$ cat src/acp_cfg.svh
// Timing and sizing constants for the compressor protection block.
`ifndef ACP_CFG_SVH
`define ACP_CFG_SVH
`define ACP_CLK_NS        10
`define ACP_TICK_NS       1000000
`define ACP_TICK_CYC      (`ACP_TICK_NS / `ACP_CLK_NS)
`define ACP_MS_PER_S      1000
`define ACP_HOLD_S        15
`define ACP_DIAG_S        15
`define ACP_HP_RUN_S      10
`define ACP_WIN_S         60
`define ACP_FAN_HOLD_S    30
`define ACP_LAMP_S        30
`define ACP_MAX_STARTS    4
`define ACP_HP_TRIPS      4'h8
`define ACP_SLOW_ON_MS    16'h07D0
`define ACP_SLOW_OFF_MS   16'h00FA
`define ACP_FAST_MS       16'h00FA
`define ACP_SLOT_MS       16'h012C
`define ACP_SLOTS         4'hE
`define ACP_CODE_LP       3'h1
`define ACP_CODE_HP       3'h2
`define ACP_CODE_CLUTCH   3'h3
`define ACP_CODE_WIRE     3'h4
`define ACP_CODE_NONE     3'h0
`endif

$ cat src/acp_pkg.sv
// Types shared by the compressor protection modules.
`include "acp_cfg.svh"
package acp_pkg;
  typedef enum logic [2:0] {ST_AMB, ST_HOLD, ST_DIAG, ST_RUN, ST_COLD} phase_t;
  typedef struct packed {
    logic lp_low;
    logic hp_high;
    logic lp_open;
    logic hp_open;
  } press_t;
  typedef struct packed {
    logic [23:0] cnt;
    logic        tick;
  } div_t;
  typedef struct packed {
    logic [`ACP_MAX_STARTS-1:0][15:0] age;
    logic                             allow;
  } rate_t;
  typedef struct packed {
    phase_t      ph;
    logic [15:0] ph_ms;
    logic        clutch;
    logic        eng;
    logic        fan_gnd;
    logic [15:0] fan_ms;
    logic [15:0] hp_ms;
    logic        hp_block;
    logic [3:0]  hp_trips;
    logic        hp_fault;
    logic        lp_fault;
    logic        clutch_fault;
    logic [15:0] lamp_ms;
    logic        lamp_done;
    logic [15:0] blink_ms;
    logic [3:0]  slot;
    logic [15:0] g_ms;
    logic        g_tog;
    logic        red;
    logic        green;
  } core_t;
endpackage

$ cat src/acp_tick.sv
// Divider that makes a one-cycle millisecond tick from the core clock.
`timescale 1ns/1ps
`include "acp_cfg.svh"
module acp_tick
  import acp_pkg::*;
#(
  parameter int unsigned CYCLES = `ACP_TICK_CYC
) (
  input  wire logic clk_in,
  input  wire logic rstn_in,
  output logic      tick_out
);
  div_t q;
  div_t d;

  always_comb begin
    d      = q;
    d.tick = 1'b0;
    if (q.cnt == 24'(CYCLES - 1)) begin
      d.cnt  = 24'h000000;
      d.tick = 1'b1;
    end else begin
      d.cnt = q.cnt + 24'h000001;
    end
  end

  always_ff @(posedge clk_in or negedge rstn_in) begin
    if (!rstn_in) begin
      q <= '0;
    end else begin
      q <= d;
    end
  end

  assign tick_out = q.tick;
endmodule // acp_tick

$ cat src/acp_rate.sv
// Start-rate limiter: remembers the age of the last few compressor starts.
`timescale 1ns/1ps
`include "acp_cfg.svh"
module acp_rate
  import acp_pkg::*;
#(
  parameter int unsigned WIN_MS = `ACP_WIN_S * `ACP_MS_PER_S
) (
  input  wire logic clk_in,
  input  wire logic rstn_in,
  input  wire logic tick_in,
  input  wire logic start_in,
  output logic      allow_out
);
  rate_t q;
  rate_t d;

  // A start is allowed only when the oldest remembered start is a full window old.
  always_comb begin
    d = q;
    if (start_in) begin
      for (int i = `ACP_MAX_STARTS - 1; i > 0; i--) begin
        d.age[i] = q.age[i-1];
      end
      d.age[0] = 16'h0000;
    end
    if (tick_in) begin
      for (int i = 0; i < `ACP_MAX_STARTS; i++) begin
        if (d.age[i] < 16'(WIN_MS)) begin
          d.age[i] = d.age[i] + 16'h0001;
        end
      end
    end
    d.allow = (d.age[`ACP_MAX_STARTS-1] >= 16'(WIN_MS));
  end

  always_ff @(posedge clk_in or negedge rstn_in) begin
    if (!rstn_in) begin
      q.age   <= {`ACP_MAX_STARTS{16'(WIN_MS)}};
      q.allow <= 1'b1;
    end else begin
      q <= d;
    end
  end

  assign allow_out = q.allow;
endmodule // acp_rate

$ cat src/acp_protect.sv
// Compressor protection controller: clutch gating, fan request and blink codes.
// Functional notes
// - Clutch held off 15 s after ignition.
// - Then clutch forced on 15 s.
// - Diagnostic run stops on any pressure problem.
// - At most four starts per minute.
// - Thermostat switch drives clutch normally.
// - High pressure: clutch off within 10 s.
// - Restart after high pressure clears, rate permitting.
// - Low pressure: off now, restart when clear.
// - Low supply: off, restart when recovered.
// - Eight high-pressure trips per fan run latch off.
// - Fan requested by opening ground output.
// - Low pressure fault: one red blink.
// - High pressure fault: two red blinks.
// - Clutch circuit fault: three red blinks.
// - Pressure switch wiring open: four blinks.
// - Low supply: rapid green blink.
// - Green steady for first 30 s.
// - Closed low switch, open high switch mean fault.
// - Slow green: on 2 s, brief off.
// - Rapid green: toggles four times per second.
// - Clutch circuit checked only when engaging.
`timescale 1ns/1ps
`include "acp_cfg.svh"
module acp_protect
  import acp_pkg::*;
#(
  parameter int unsigned TICK_CYCLES = `ACP_TICK_CYC,
  parameter int unsigned HOLD_MS     = `ACP_HOLD_S * `ACP_MS_PER_S,
  parameter int unsigned DIAG_MS     = `ACP_DIAG_S * `ACP_MS_PER_S,
  parameter int unsigned HP_RUN_MS   = `ACP_HP_RUN_S * `ACP_MS_PER_S,
  parameter int unsigned WIN_MS      = `ACP_WIN_S * `ACP_MS_PER_S,
  parameter int unsigned FAN_HOLD_MS = `ACP_FAN_HOLD_S * `ACP_MS_PER_S,
  parameter int unsigned LAMP_MS     = `ACP_LAMP_S * `ACP_MS_PER_S
) (
  input  wire logic CORE_CLK_IN,
  input  wire logic RSTN_IN,
  input  wire logic AMBIENT_COLD_IN,
  input  wire logic COLD_REQ_IN,
  input  wire logic LP_SW_CLOSED_IN,
  input  wire logic HP_SW_CLOSED_IN,
  input  wire logic LP_WIRE_OPEN_IN,
  input  wire logic HP_WIRE_OPEN_IN,
  input  wire logic LOW_VOLT_IN,
  input  wire logic CLUTCH_SENSE_BAD_IN,
  output logic      CLUTCH_OUT,
  output logic      FAN_GND_OUT,
  output logic      RED_LED_OUT,
  output logic      GREEN_LED_OUT,
  output logic      HP_FAULT_OUT,
  output logic      CLUTCH_FAULT_OUT
);
  core_t  q;
  core_t  d;
  logic   tick;
  logic   allow;
  logic   start;
  press_t pr;
  logic   press_bad;
  logic   keep;
  logic   may_start;
  logic   run_req;
  logic   ph_end;
  logic [2:0] code;

  // Switch polarity: the low switch closes on low pressure, the high one opens on high pressure.
  function automatic press_t decode_press(input logic lp_closed, input logic hp_closed,
                                          input logic lp_open, input logic hp_open);
    press_t p;
    p.lp_low  = lp_closed & ~lp_open;
    p.hp_high = ~hp_closed & ~hp_open;
    p.lp_open = lp_open;
    p.hp_open = hp_open;
    return p;
  endfunction

  // Red blink code, most urgent fault first.
  function automatic logic [2:0] red_code(input core_t s, input press_t p);
    if (p.lp_open || p.hp_open) begin
      return `ACP_CODE_WIRE;
    end else if (s.clutch_fault) begin
      return `ACP_CODE_CLUTCH;
    end else if (s.hp_fault) begin
      return `ACP_CODE_HP;
    end else if (s.lp_fault) begin
      return `ACP_CODE_LP;
    end else begin
      return `ACP_CODE_NONE;
    end
  endfunction

  acp_tick #(
    .CYCLES (TICK_CYCLES)
  ) u_tick (
    .clk_in   (CORE_CLK_IN),
    .rstn_in  (RSTN_IN),
    .tick_out (tick)
  );

  acp_rate #(
    .WIN_MS (WIN_MS)
  ) u_rate (
    .clk_in    (CORE_CLK_IN),
    .rstn_in   (RSTN_IN),
    .tick_in   (tick),
    .start_in  (start),
    .allow_out (allow)
  );

  always_comb begin
    d         = q;
    pr        = decode_press(LP_SW_CLOSED_IN, HP_SW_CLOSED_IN, LP_WIRE_OPEN_IN, HP_WIRE_OPEN_IN);
    press_bad = pr.lp_low | pr.hp_high | pr.lp_open | pr.hp_open;
    ph_end    = 1'b0;
    run_req   = 1'b0;
    keep      = 1'b0;
    may_start = 1'b0;
    code      = red_code(q, pr);

    // Ignition sequence: ambient check, hold-off, forced diagnostic run, then normal running.
    case (q.ph)
      ST_AMB: begin
        d.ph = AMBIENT_COLD_IN ? ST_COLD : ST_HOLD;
      end
      ST_HOLD: begin
        if (tick) begin
          ph_end  = (q.ph_ms == 16'(HOLD_MS - 1));
          d.ph_ms = ph_end ? 16'h0000 : q.ph_ms + 16'h0001;
          d.ph    = ph_end ? ST_DIAG : ST_HOLD;
        end
      end
      ST_DIAG: begin
        run_req = 1'b1;
        if (press_bad) begin
          d.ph    = ST_RUN;
          d.ph_ms = 16'h0000;
          run_req = 1'b0;
        end else if (tick) begin
          ph_end  = (q.ph_ms == 16'(DIAG_MS - 1));
          d.ph_ms = ph_end ? 16'h0000 : q.ph_ms + 16'h0001;
          d.ph    = ph_end ? ST_RUN : ST_DIAG;
        end
      end
      ST_RUN: begin
        run_req = COLD_REQ_IN;
      end
      ST_COLD: begin
        run_req = 1'b0;
      end
      default: begin
        d.ph = ST_AMB;
      end
    endcase

    // A running clutch may ride out high pressure for a while; a new start needs every switch normal.
    keep = run_req & ~LOW_VOLT_IN & ~pr.lp_low & ~pr.lp_open & ~pr.hp_open
         & ~q.hp_block & ~q.hp_fault & ~q.clutch_fault;
    may_start = keep & ~pr.hp_high & allow;
    d.clutch  = q.clutch ? keep : may_start;
    start     = d.clutch & ~q.clutch;
    d.eng     = start;

    // The clutch circuit is judged only in the cycle right after engagement.
    if (q.eng && q.clutch && CLUTCH_SENSE_BAD_IN) begin
      d.clutch_fault = 1'b1;
    end

    if ((q.ph == ST_RUN || q.ph == ST_DIAG) && pr.lp_low) begin
      d.lp_fault = 1'b1;
    end

    // High-pressure run timer and trip counting.
    if (!pr.hp_high) begin
      d.hp_ms    = 16'h0000;
      d.hp_block = 1'b0;
    end else if (q.clutch && tick && !q.hp_block) begin
      if (q.hp_ms == 16'(HP_RUN_MS - 1)) begin
        d.hp_block = 1'b1;
        d.hp_ms    = 16'h0000;
        d.hp_trips = q.hp_trips + 4'h1;
      end else begin
        d.hp_ms = q.hp_ms + 16'h0001;
      end
    end
    if (d.hp_trips == `ACP_HP_TRIPS) begin
      d.hp_fault = 1'b1;
    end

    // Fan run: ground opens on high pressure and stays open for a hold time after it clears.
    if (pr.hp_high) begin
      d.fan_gnd = 1'b0;
      d.fan_ms  = 16'(FAN_HOLD_MS);
    end else if (!q.fan_gnd && tick) begin
      if (q.fan_ms == 16'h0000) begin
        d.fan_gnd  = 1'b1;
        d.hp_trips = 4'h0;
      end else begin
        d.fan_ms = q.fan_ms - 16'h0001;
      end
    end

    // Red groups run over slots; odd slots are gaps and the unused slots form the pause.
    if (tick) begin
      if (q.blink_ms == `ACP_SLOT_MS - 16'h0001) begin
        d.blink_ms = 16'h0000;
        d.slot     = (q.slot == `ACP_SLOTS - 4'h1) ? 4'h0 : q.slot + 4'h1;
      end else begin
        d.blink_ms = q.blink_ms + 16'h0001;
      end
    end
    d.red = (code != `ACP_CODE_NONE) && !q.slot[0] && ({1'b0, q.slot[3:1]} < {1'b0, code});

    // Green pattern counter: short toggle period when the supply is low, long cycle otherwise.
    if (tick) begin
      if (LOW_VOLT_IN) begin
        if (q.g_ms >= `ACP_FAST_MS - 16'h0001) begin
          d.g_ms  = 16'h0000;
          d.g_tog = ~q.g_tog;
        end else begin
          d.g_ms = q.g_ms + 16'h0001;
        end
      end else if (q.g_ms >= `ACP_SLOW_ON_MS + `ACP_SLOW_OFF_MS - 16'h0001) begin
        d.g_ms = 16'h0000;
      end else begin
        d.g_ms = q.g_ms + 16'h0001;
      end
      if (!q.lamp_done) begin
        d.lamp_ms   = q.lamp_ms + 16'h0001;
        d.lamp_done = (q.lamp_ms == 16'(LAMP_MS - 1));
      end
    end

    if (!q.lamp_done) begin
      d.green = 1'b1;
    end else if (LOW_VOLT_IN) begin
      d.green = q.g_tog;
    end else if (code != `ACP_CODE_NONE) begin
      d.green = 1'b0;
    end else begin
      d.green = (q.g_ms < `ACP_SLOW_ON_MS);
    end
  end

  always_ff @(posedge CORE_CLK_IN or negedge RSTN_IN) begin
    if (!RSTN_IN) begin
      q         <= '0;
      q.ph      <= ST_AMB;
      q.fan_gnd <= 1'b1;
    end else begin
      q <= d;
    end
  end

  assign CLUTCH_OUT       = q.clutch;
  assign FAN_GND_OUT      = q.fan_gnd;
  assign RED_LED_OUT      = q.red;
  assign GREEN_LED_OUT    = q.green;
  assign HP_FAULT_OUT     = q.hp_fault;
  assign CLUTCH_FAULT_OUT = q.clutch_fault;
endmodule // acp_protect

$ cat config.mk
export PLATFORM = sky130hd
export DESIGN_NAME = acp_protect
export DESIGN_NICKNAME = d
export VERILOG_FILES = /design/src/acp_pkg.sv /design/src/acp_tick.sv /design/src/acp_rate.sv /design/src/acp_protect.sv
export VERILOG_INCLUDE_DIRS = /design/src /design/src/src
export SDC_FILE = /design/constraint.sdc
export NUM_CORES = 1
export LEC_CHECK = 0
export ABC_AREA = 1
export CORE_AREA = 2 2 143 145
export DETAILED_ROUTE_END_ITERATION = 6
export DIE_AREA = 0 0 145 147
export DONT_BUFFER_PORTS = 1
export PLACE_DENSITY = 0.87
export SETUP_SLACK_MARGIN = 0.3
export SKIP_CTS_REPAIR_TIMING = 1
export SKIP_LAST_GASP = 1
export SLEW_MARGIN = 10
export SYNTH_ARGS = -nofsm -noshare
export SYNTH_HDL_FRONTEND = slang
export SYNTH_SLANG_ARGS = --single-unit
$ cat constraint.sdc
create_clock -name CORE_CLK_IN -period 4.7 [get_ports CORE_CLK_IN]
set_input_delay 0.47 -clock CORE_CLK_IN [delete_from_list [all_inputs] [get_ports CORE_CLK_IN]]
set_output_delay 0.47 -clock CORE_CLK_IN [all_outputs]
set_load 0.005 [all_outputs]
Yosys cells after proc, flatten, opt, wreduce, memory -nomap -nowiden
Index checks and enable logic that the tools add are counted.
{ "word_totals": {"mem_bits_rw": 0, "output_inout_bits": 6, "wordCells": 166, "ff_bits": 208, "mem_count": 0, "inputBits": 10, "romBits": 0, "latch_bits": 0} }
{ "op_classes": {"n_bitwise": 28, "magnitude_cmp": 9, "muxes": 45, "shifts": 0, "add_sub_neg": 13, "div": 0, "reduce_logical": 28, "n_mul": 0, "eq_ne": 16} }
{ "ops": {"columns": ["cell", "count"], "rows": [
  ["2-to-1 mux 16 bit", 11],
  ["adder 16 x 1 -> 16 bit, second input constant", 9],
  ["2-to-1 mux 64 bit", 2],
  ["< comparator 16 bit, second input constant", 4],
  ["2-to-1 mux 19 bit", 3],
  ["2-to-1 mux 17 bit", 3],
  ["equality test 16 x 14 -> 1 bit, second input constant", 2],
  ["one-hot mux 16 bit (2 select lines)", 1],
  ["adder 24 x 1 -> 24 bit, second input constant", 1],
  ["equality test 24 x 17 -> 1 bit, second input constant", 1],
  ["2-to-1 mux 24 bit", 1],
  ["2-to-1 mux 21 bit", 1],
  ["2-to-1 mux 4 bit", 5],
  ["equality test 16 x 15 -> 1 bit, second input constant", 1],
  ["equality test 16 x 9 -> 1 bit, second input constant", 1],
  ["greater-or-equal comparator 16 x 12 -> 1 bit, second input constant", 1],
  ["greater-or-equal comparator 16 bit, second input constant", 1],
  ["greater-or-equal comparator 16 x 8 -> 1 bit, second input constant", 1],
  ["logical NOT 16 bit", 1],
  ["< comparator 16 x 11 -> 1 bit, second input constant", 1],
  ["subtractor 16 x 1 -> 16 bit, second input constant", 1],
  ["inverter 1 bit", 13],
  ["bitwise AND 1 bit", 12],
  ["one-hot mux 3 bit (4 select lines)", 1],
  ["24 further kinds", 61]
]} }

Depth between registers and ports, before layout
Gate-level depths: netlist (run 1).
{ "logic_depth": {"depth_word": 23, "ltp_mapped": 23, "depth_no_buf": 22} }

Cells and area by module
Synthesis (run 1) repeated with hierarchy kept, for this count alone.
{ "unflattened": {"cells_unflattened": 1700, "area_unflattened_um2": 12673.4} }
{ "modules_own_cells": {"columns": ["mod", "seq_area_each_um2", "instances", "cells_per_inst", "area_per_inst_um2"], "rows": [
  ["acp_protect", 2954.1, 1, 892, 6721.4],
  ["acp_rate", 1662.8, 1, 588, 4443.0],
  ["acp_tick", 625.6, 1, 220, 1508.9]
]} }

Worst setup path after synthesis (run 1)
OpenSTA, ideal clock, no wires.
{ "synth_timing": {"path_kind": "input to register", "from": "in HP_WIRE_OPEN_IN", "to": "reg u_rate.q[13] (netlist name)", "required_ps": 4582, "stages": 20, "setup_ps": 118, "path_slack_ps": 1982, "arrival_time_ps": 2600, "n_path_buf": 4, "path_cell_list": "nor2_2 nor2_1 nor2_2 nor2_4 nand3_4 buf_6 buf_6 buf_6 buf_2 nand2_1 inv_1 ha_1 nand3_1 nor2_2 nand2_1 inv_2 nand3_1 nor2_1 xor2_1 inv_1"} }
{ "synth_rtl": {"columns": ["element", "line", "source"], "rows": [
  ["start, declared", "acp_protect.sv:44", "input wire logic HP_WIRE_OPEN_IN,"],
  ["end, declared", "acp_rate.sv:15", "rate_t q;"]
]} }

==> impl_metrics.yaml, run 1 <==
sta:
  rsz0062_at_grt: "false"
  maxSlewViolCount: 0
  period_minus_slack_ns: 3.64
  worstMarginPinSlew_ns: 0.708
  finalCritPeriodShare_pct: 77.5
  relSlewSlack_pct: 52.7
  max_freq_ghz: 0.275
  finalSetupViolCount: 0
  skew_ns: 0.0198
  finalHoldViolations: 208
  hold_ws_ns: -0.343
  tns_ns: 0
  fin_ws_ns: 1.06
power_and_ir_drop:
  power_frac_clock_pct: 51.5
  leakagePower_nw: 6.05
  ir_worst_vdd_v: 0.000236
  powerDensity_nw_per_um2: 303
  switchingPower_uw: 812
  p_seq_share_pct: 47.2
  combPwrFrac_pct: 1.3
  internal_power_mw: 3.04
  p_sw_share_pct: 21.1
cells_and_area:
  diodes: 0
  fin_nets: 1504
  num-fill-cells: 1542
  final_cell_area_sq_um: 12700
  instances_no_fill: 1766
  area_growth_syn_to_layout_pct: 9.12
  drive_above_1_share_pct: 10.5
yosys:
  synth_top_cell_by_area: "dfrtp_1"
  synth_edf_count: 0
  netlist_instances: 1472
  syn_avg_cell_area_sq_um: 7.91
  ys_seq_area_share_pct: 45.0
  ys_ff_latch: 208
  yosys_warnings: 0
  ys_async_sr_fraction_pct: 100
  synth.distinct_cells: 60
  synthTopCellsByCount: "315 x nand2_1, 222 x inv_1, 178 x dfrtp_1"
  syn_area_sq_um: 11600
  synth.most_common_cell: "nand2_1"
  synth_nets: 1498
  synth.top_cell.area_share_pct: 38.2
  synthTopCellsByArea: "dfrtp_1 38%, nand2_1 10%, inv_1 7.2%"
  synthFlopType: "dfrtp_1"
setup_path:
  reg2reg_from: "CLUTCH_FAULT_OUT$_DFFE_PN0P_"
  slowest_stage: "nand3_4"
  critPathLaunchType: "flip-flop"
  end_kind: "flip-flop"
  worstPathArrival_ns: 4.11
  critical_path_buf_inv_count: 2
  cp.required_ns: 5.17
  cp_slowest_stage_delay_ns: 0.45
  r2r-end: "u_rate.allow_out$_DFF_PN1_"
  path_common_cell: "nand2_1"
  crit_chain: "inv_2 > nand2_1 > nor2_1 > nand2_1 > nor2_4 > nand3_4 > buf_4 > nand2_1 > nand2_1 > nand2_1 > nand2_1 > nand2_1 > nand2_1 > nand2_2 > nand2_4 > nor2_2 > xor2_1 > nand2_1 > nand2_1 > nand3_1 > nand2_1"
  reg2reg_depth: 21
  path_class: "flip-flop to flip-flop"
  cp_max_fo: 33
  rrSetupSlack_ns: 1.06
  path_delay_family: "simple AND/OR/NAND/NOR gates"
detailed_routing:
  wl_met1_microns: 11000
  drt_wl_total_microns: 25400
  dr_total_vias: 9808
  ant_nets: 0
  first_iter_violations: 842
  route.met2.wl_microns: 12300
  drc: 0
  vias_per_cell: 5.55
  met3_wirelength_microns: 1520
  first_pass_iters: 6
  highest_layer: "met4"
  avgRoutedWirePerCell_microns: 14.4
placement:
  hpwl_microns: 16900
  pre_cts_slack_ns: 1.06
  io_buffers: 0
  dpl.cell_count: 1722
  place_area_sq_um: 11900
  routabilityCongestion: 0.942
floorplan:
  row_count: 52
  die-area_sq_um: 21300
  fp.coreArea_sq_um: 19800
  ios: 16
  die_h_microns: 147
  start_util_pct: 58.7
  die_w_microns: 145
global_route:
  grt_max_degree: 209
  overflow: 0
  antenna_found_initial: 0
  grt_pass1_vias: 9658
  track_usage_pct: 24.2
  grt_pass1_wl_microns: 43900
run_status:
  violations: "hold timing"
  status: "finished with violations"
cts:
  cts.clk_slew.worst_paths_ns: 0.07
  clockRootBuffer: "clkbuf_16"
  cts_sinks: 208
  htreeDepth: 1
  cts_tree: "yes"
  clk_latency_ns: 0.52
  numCtsBuffers: 24
  clockBufferDepth: 3
worst_hold_path:
  min_path_type: "input pin to asynchronous set/reset pin"
job:
  maxCapViolations: 0
## cell type report
class	instances	area, sq um	area share, %
Clock buffer	28	647	5.09
Sequential cell	208	5240	41.3
Clock inverter	16	205	1.61
Timing Repair Buffer	6	45.0	0.354
Inverter	243	912	7.18
Tap cell	270	338	2.66
Multi-Input combinational cell	995	5320	41.9
## power groups by stage
stage          registers, mW  clock network (mW)  logic, mW
2_1_floorplan           1.85                   0     0.0379
3_3_place_gp            1.85                   0     0.0444
3_5_place_dp            1.85                   0     0.0478
4_1_cts                 1.82                2.00     0.0487
5_1_grt                 1.82                2.09     0.0547
6_report                1.82                1.98     0.0490
## worst max path at each step
stage / startpoint / to / slack (ns) / cells after the start
floorplan: HP_WIRE_OPEN_IN / u_rate.q[13]$_DFF_PN0_ / 1.98 / 20
global placement: LP_WIRE_OPEN_IN / u_rate.allow_out$_DFF_PN1_ / 1.21 / 19
global route: CLUTCH_FAULT_OUT$_DFFE_PN0P_ / u_rate.allow_out$_DFF_PN1_ / 0.66 / 22
CTS: CLUTCH_FAULT_OUT$_DFFE_PN0P_ / u_rate.allow_out$_DFF_PN1_ / 1.13 / 21
detailed placement: LP_WIRE_OPEN_IN / u_rate.allow_out$_DFF_PN1_ / 1.06 / 19
finish: CLUTCH_FAULT_OUT$_DFFE_PN0P_ / u_rate.allow_out$_DFF_PN1_ / 1.06 / 21
## cell families after synthesis
logic type | after synthesis | share of synthesized area [%]
mux | 6 | 0.634
xor+xnor | 90 | 6.77
simple gates | 699 | 27.4
flops | 208 | 45.0
buf+inv | 269 | 9.31
fa+ha+maj | 16 | 1.72
compound gates | 184 | 9.20
## cell usage in the layout (no fill, tap or decap), drive strengths merged, types with 5 or more instances in the layout
master    synthesis  layout
xor2             69      69
mux2i             5       5
or2              11      11
clkinv            3       8
clkbuf           11      28
clkinvlp          0       6
buf              15       6
a21oi            48      48
o21ai            88      88
dfstp            30      30
xnor2            21      21
nand3            74      74
nor4             14      14
a31oi             6       6
nor3             60      60
inv             240     241
nor2            159     159
nand4            51      51
ha               16      16
o22ai            15      15
dfrtp           178     178
nand2           325     325
## routing by layer
layer	up-vias	track usage (%)
met5	-	0
met1	4638	31.6
met2	341	41.6
met4	0	7.28
li1	4769	-
met3	60	4.25
## state kept, by name, summed over array words and instances, names as in the netlist
signal,count
FAN_GND_OUT,1
u_rate.allow_out,1
RED_LED_OUT,1
CLUTCH_FAULT_OUT,1
GREEN_LED_OUT,1
HP_FAULT_OUT,1
u_tick.q,24
q,112
u_rate.q,64
u_tick.tick_out,1
CLUTCH_OUT,1
## through the flow
stage	util [%]	total power, mW
floorplan	-	1.88
global placement	59.7	1.89
detailed placement	59.7	1.90
CTS	64.0	3.87
global route	64.0	3.96
finish	64.0	3.85
Power figures use the tool's default switching activity.
==> run 2: changes to the inputs <==
--- a/config.mk
+++ b/config.mk
@@ -7,11 +7,11 @@
 export NUM_CORES = 1
 export LEC_CHECK = 0
 export ABC_AREA = 1
-export CORE_AREA = 2 2 143 145
+export CORE_AREA = 2 2 145 147
 export DETAILED_ROUTE_END_ITERATION = 6
-export DIE_AREA = 0 0 145 147
+export DIE_AREA = 0 0 147 149
 export DONT_BUFFER_PORTS = 1
-export PLACE_DENSITY = 0.87
+export PLACE_DENSITY = 0.88
 export SETUP_SLACK_MARGIN = 0.3
 export SKIP_CTS_REPAIR_TIMING = 1
 export SKIP_LAST_GASP = 1
==> constraint.sdc (replaced) <==
create_clock -name CORE_CLK_IN -period 2.9 [get_ports CORE_CLK_IN]
set_input_delay 0.29 -clock CORE_CLK_IN [delete_from_list [all_inputs] [get_ports CORE_CLK_IN]]
set_output_delay 0.29 -clock CORE_CLK_IN [all_outputs]
set_load 0.005 [all_outputs]
==> impl_metrics.yaml, run 2 (synthesis gave the netlist of run 1 again) <==
run_status:
  status: "finished with violations"
  violations: "hold timing, setup timing"
global_route:
  overflow: 0
  grt_pass1_wl_microns: 43100
  track_usage_pct: 23.4
  grt_max_degree: 209
  grt_pass1_vias: 9672
  antenna_found_initial: 0
cells_and_area:
  diodes: 0
  largestRegisters: "q (112), u_rate.q (64), u_tick.q (24)"
  final_util_pct: 67.9
  final_cell_mix: "281 x nand2_1, 218 x inv_1, 177 x dfrtp_1"
  drive_above_1_share_pct: 21.2
  instances_no_fill: 1854
  final_cell_area_sq_um: 13900
  num-fill-cells: 1433
  seq_area_sq_um: 5240
  area_growth_syn_to_layout_pct: 19.8
  multi_input_area_sq_um: 5880
  registers.top_by_ff_count: "q"
  fin_nets: 1588
  final_common_cell: "nand2_1"
  largest_reg_flops: 112
detailed_routing:
  dr_total_vias: 10494
  ant_nets: 0
  drt_wl_total_microns: 29800
  drc: 0
  avgRoutedWirePerCell_microns: 16.1
  vias_per_cell: 5.66
  first_iter_violations: 902
  first_pass_iters: 6
placement:
  hpwl_microns: 17400
  routabilityCongestion: 0.919
  io_buffers: 0
  place_area_sq_um: 12000
  dpl.cell_count: 1747
  pre_cts_slack_ns: -0.151
setup_path:
  critPathLaunchType: "flip-flop"
  worstPathArrival_ns: 3.35
  end_kind: "flip-flop"
  cp.required_ns: 3.28
  path_class: "flip-flop to flip-flop"
  cp_max_fo: 10
cts:
  clockBufferDepth: 3
  numCtsBuffers: 24
  cts_sinks: 208
  cts_tree: "yes"
  clockRootBuffer: "clkbuf_16"
  htreeDepth: 1
  clk_latency_ns: 0.51
  cts.clk_slew.worst_paths_ns: 0.06
floorplan:
  start_util_pct: 56.7
  row_count: 53
  die_h_microns: 149
  ios: 16
  fp.coreArea_sq_um: 20600
  die-area_sq_um: 21900
  die_w_microns: 147
power_and_ir_drop:
  ir_worst_vdd_v: 0.000403
  powerDensity_nw_per_um2: 434
  leakagePower_nw: 6.59
sta:
  hold_ws_ns: -0.518
  finalCritPeriodShare_pct: 102
  maxSlewViolCount: 0
  finalSetupViolCount: 1
  worstMarginPinSlew_ns: 0.744
  period_minus_slack_ns: 2.96
  max_freq_ghz: 0.338
  finalHoldViolations: 208
  rsz0062_at_grt: "true"
  fin_ws_ns: -0.0619
  skew_ns: 0.00949
  relSlewSlack_pct: 49.9
job:
  maxCapViolations: 0
worst_hold_path:
  min_path_type: "input pin to asynchronous set/reset pin"
[run 2: cell type report]
class                           count  share of cell area, %
Clock buffer                       33                   5.06
Clock inverter                     10                  0.637
Inverter                          243                   6.56
Multi-Input combinational cell    998                   42.2
Sequential cell                   208                   37.6
Tap cell                          275                   2.47
Timing Repair Buffer               87                   5.51
[run 2: power breakdown]
part           leakage (nW)  total [mW]  switching (mW)  internal, mW
sequential             2.51        2.95          0.0204          2.93
clock                 0.388        3.02            1.23          1.79
combinational          3.69      0.0855          0.0521        0.0334
total                  6.59        6.05            1.30          4.75
[run 2: worst max-delay path, cell delays in order, from the launching register on]
cell and delay, ns:
dfrtp_1 0.39, inv_2 0.08, nand2_2 0.07, nor2_1 0.08
nand2_1 0.11, nor2_4 0.25, nand3_4 0.20, buf_6 0.21
o21ai_4 0.18, ha_2 0.22, nand2_2 0.08, nor3_4 0.23
nand2_1 0.12, nor2_2 0.20, nand2_1 0.10, xor2_1 0.21
inv_1 0.10
[run 2: layer usage]
metal  wire (microns)  track usage (%)  vias up
li1                 -                -     4941
met1            12000             30.1     5022
met3             1760             3.03       95
met5                0                0        -
met4              908             7.36        0
met2            15100             41.4      436
[run 2: through the flow]
step,setup TNS [ns],power [mW]
after floorplan,0,3.05
final,-0.0619,6.05
after CTS,-0.516,6.07
after detailed placement,-0.291,3.07
after global placement,-0.00251,3.07
after global routing,-1.44,6.20
[run 2: path summary, 6_finish.rpt]
| kind | depth (start not counted) | startpoint | slack, ns | endpoint |
|---|---|---|---|---|
| min in group CORE_CLK_IN | 2 | LOW_VOLT_IN | 0.05 | GREEN_LED_OUT$_DFF_PN0_ |
| setup / recovery | 16 | CLUTCH_FAULT_OUT$_DFFE_PN0P_ | -0.06 | u_rate.q[43]$_DFF_PN0_ |
| setup reg to reg | 16 | CLUTCH_FAULT_OUT$_DFFE_PN0P_ | -0.06 | u_rate.q[43]$_DFF_PN0_ |
| hold reg to reg | 1 | q[47]$_DFFE_PN0P_ | 0.47 | q[47]$_DFFE_PN0P_ |
| hold / removal | 0 | RSTN_IN | -0.52 | q[101]$_DFFE_PN0P_ |
| max in group asynchronous | 0 | RSTN_IN | 3.00 | u_rate.q[55]$_DFF_PN1_ |
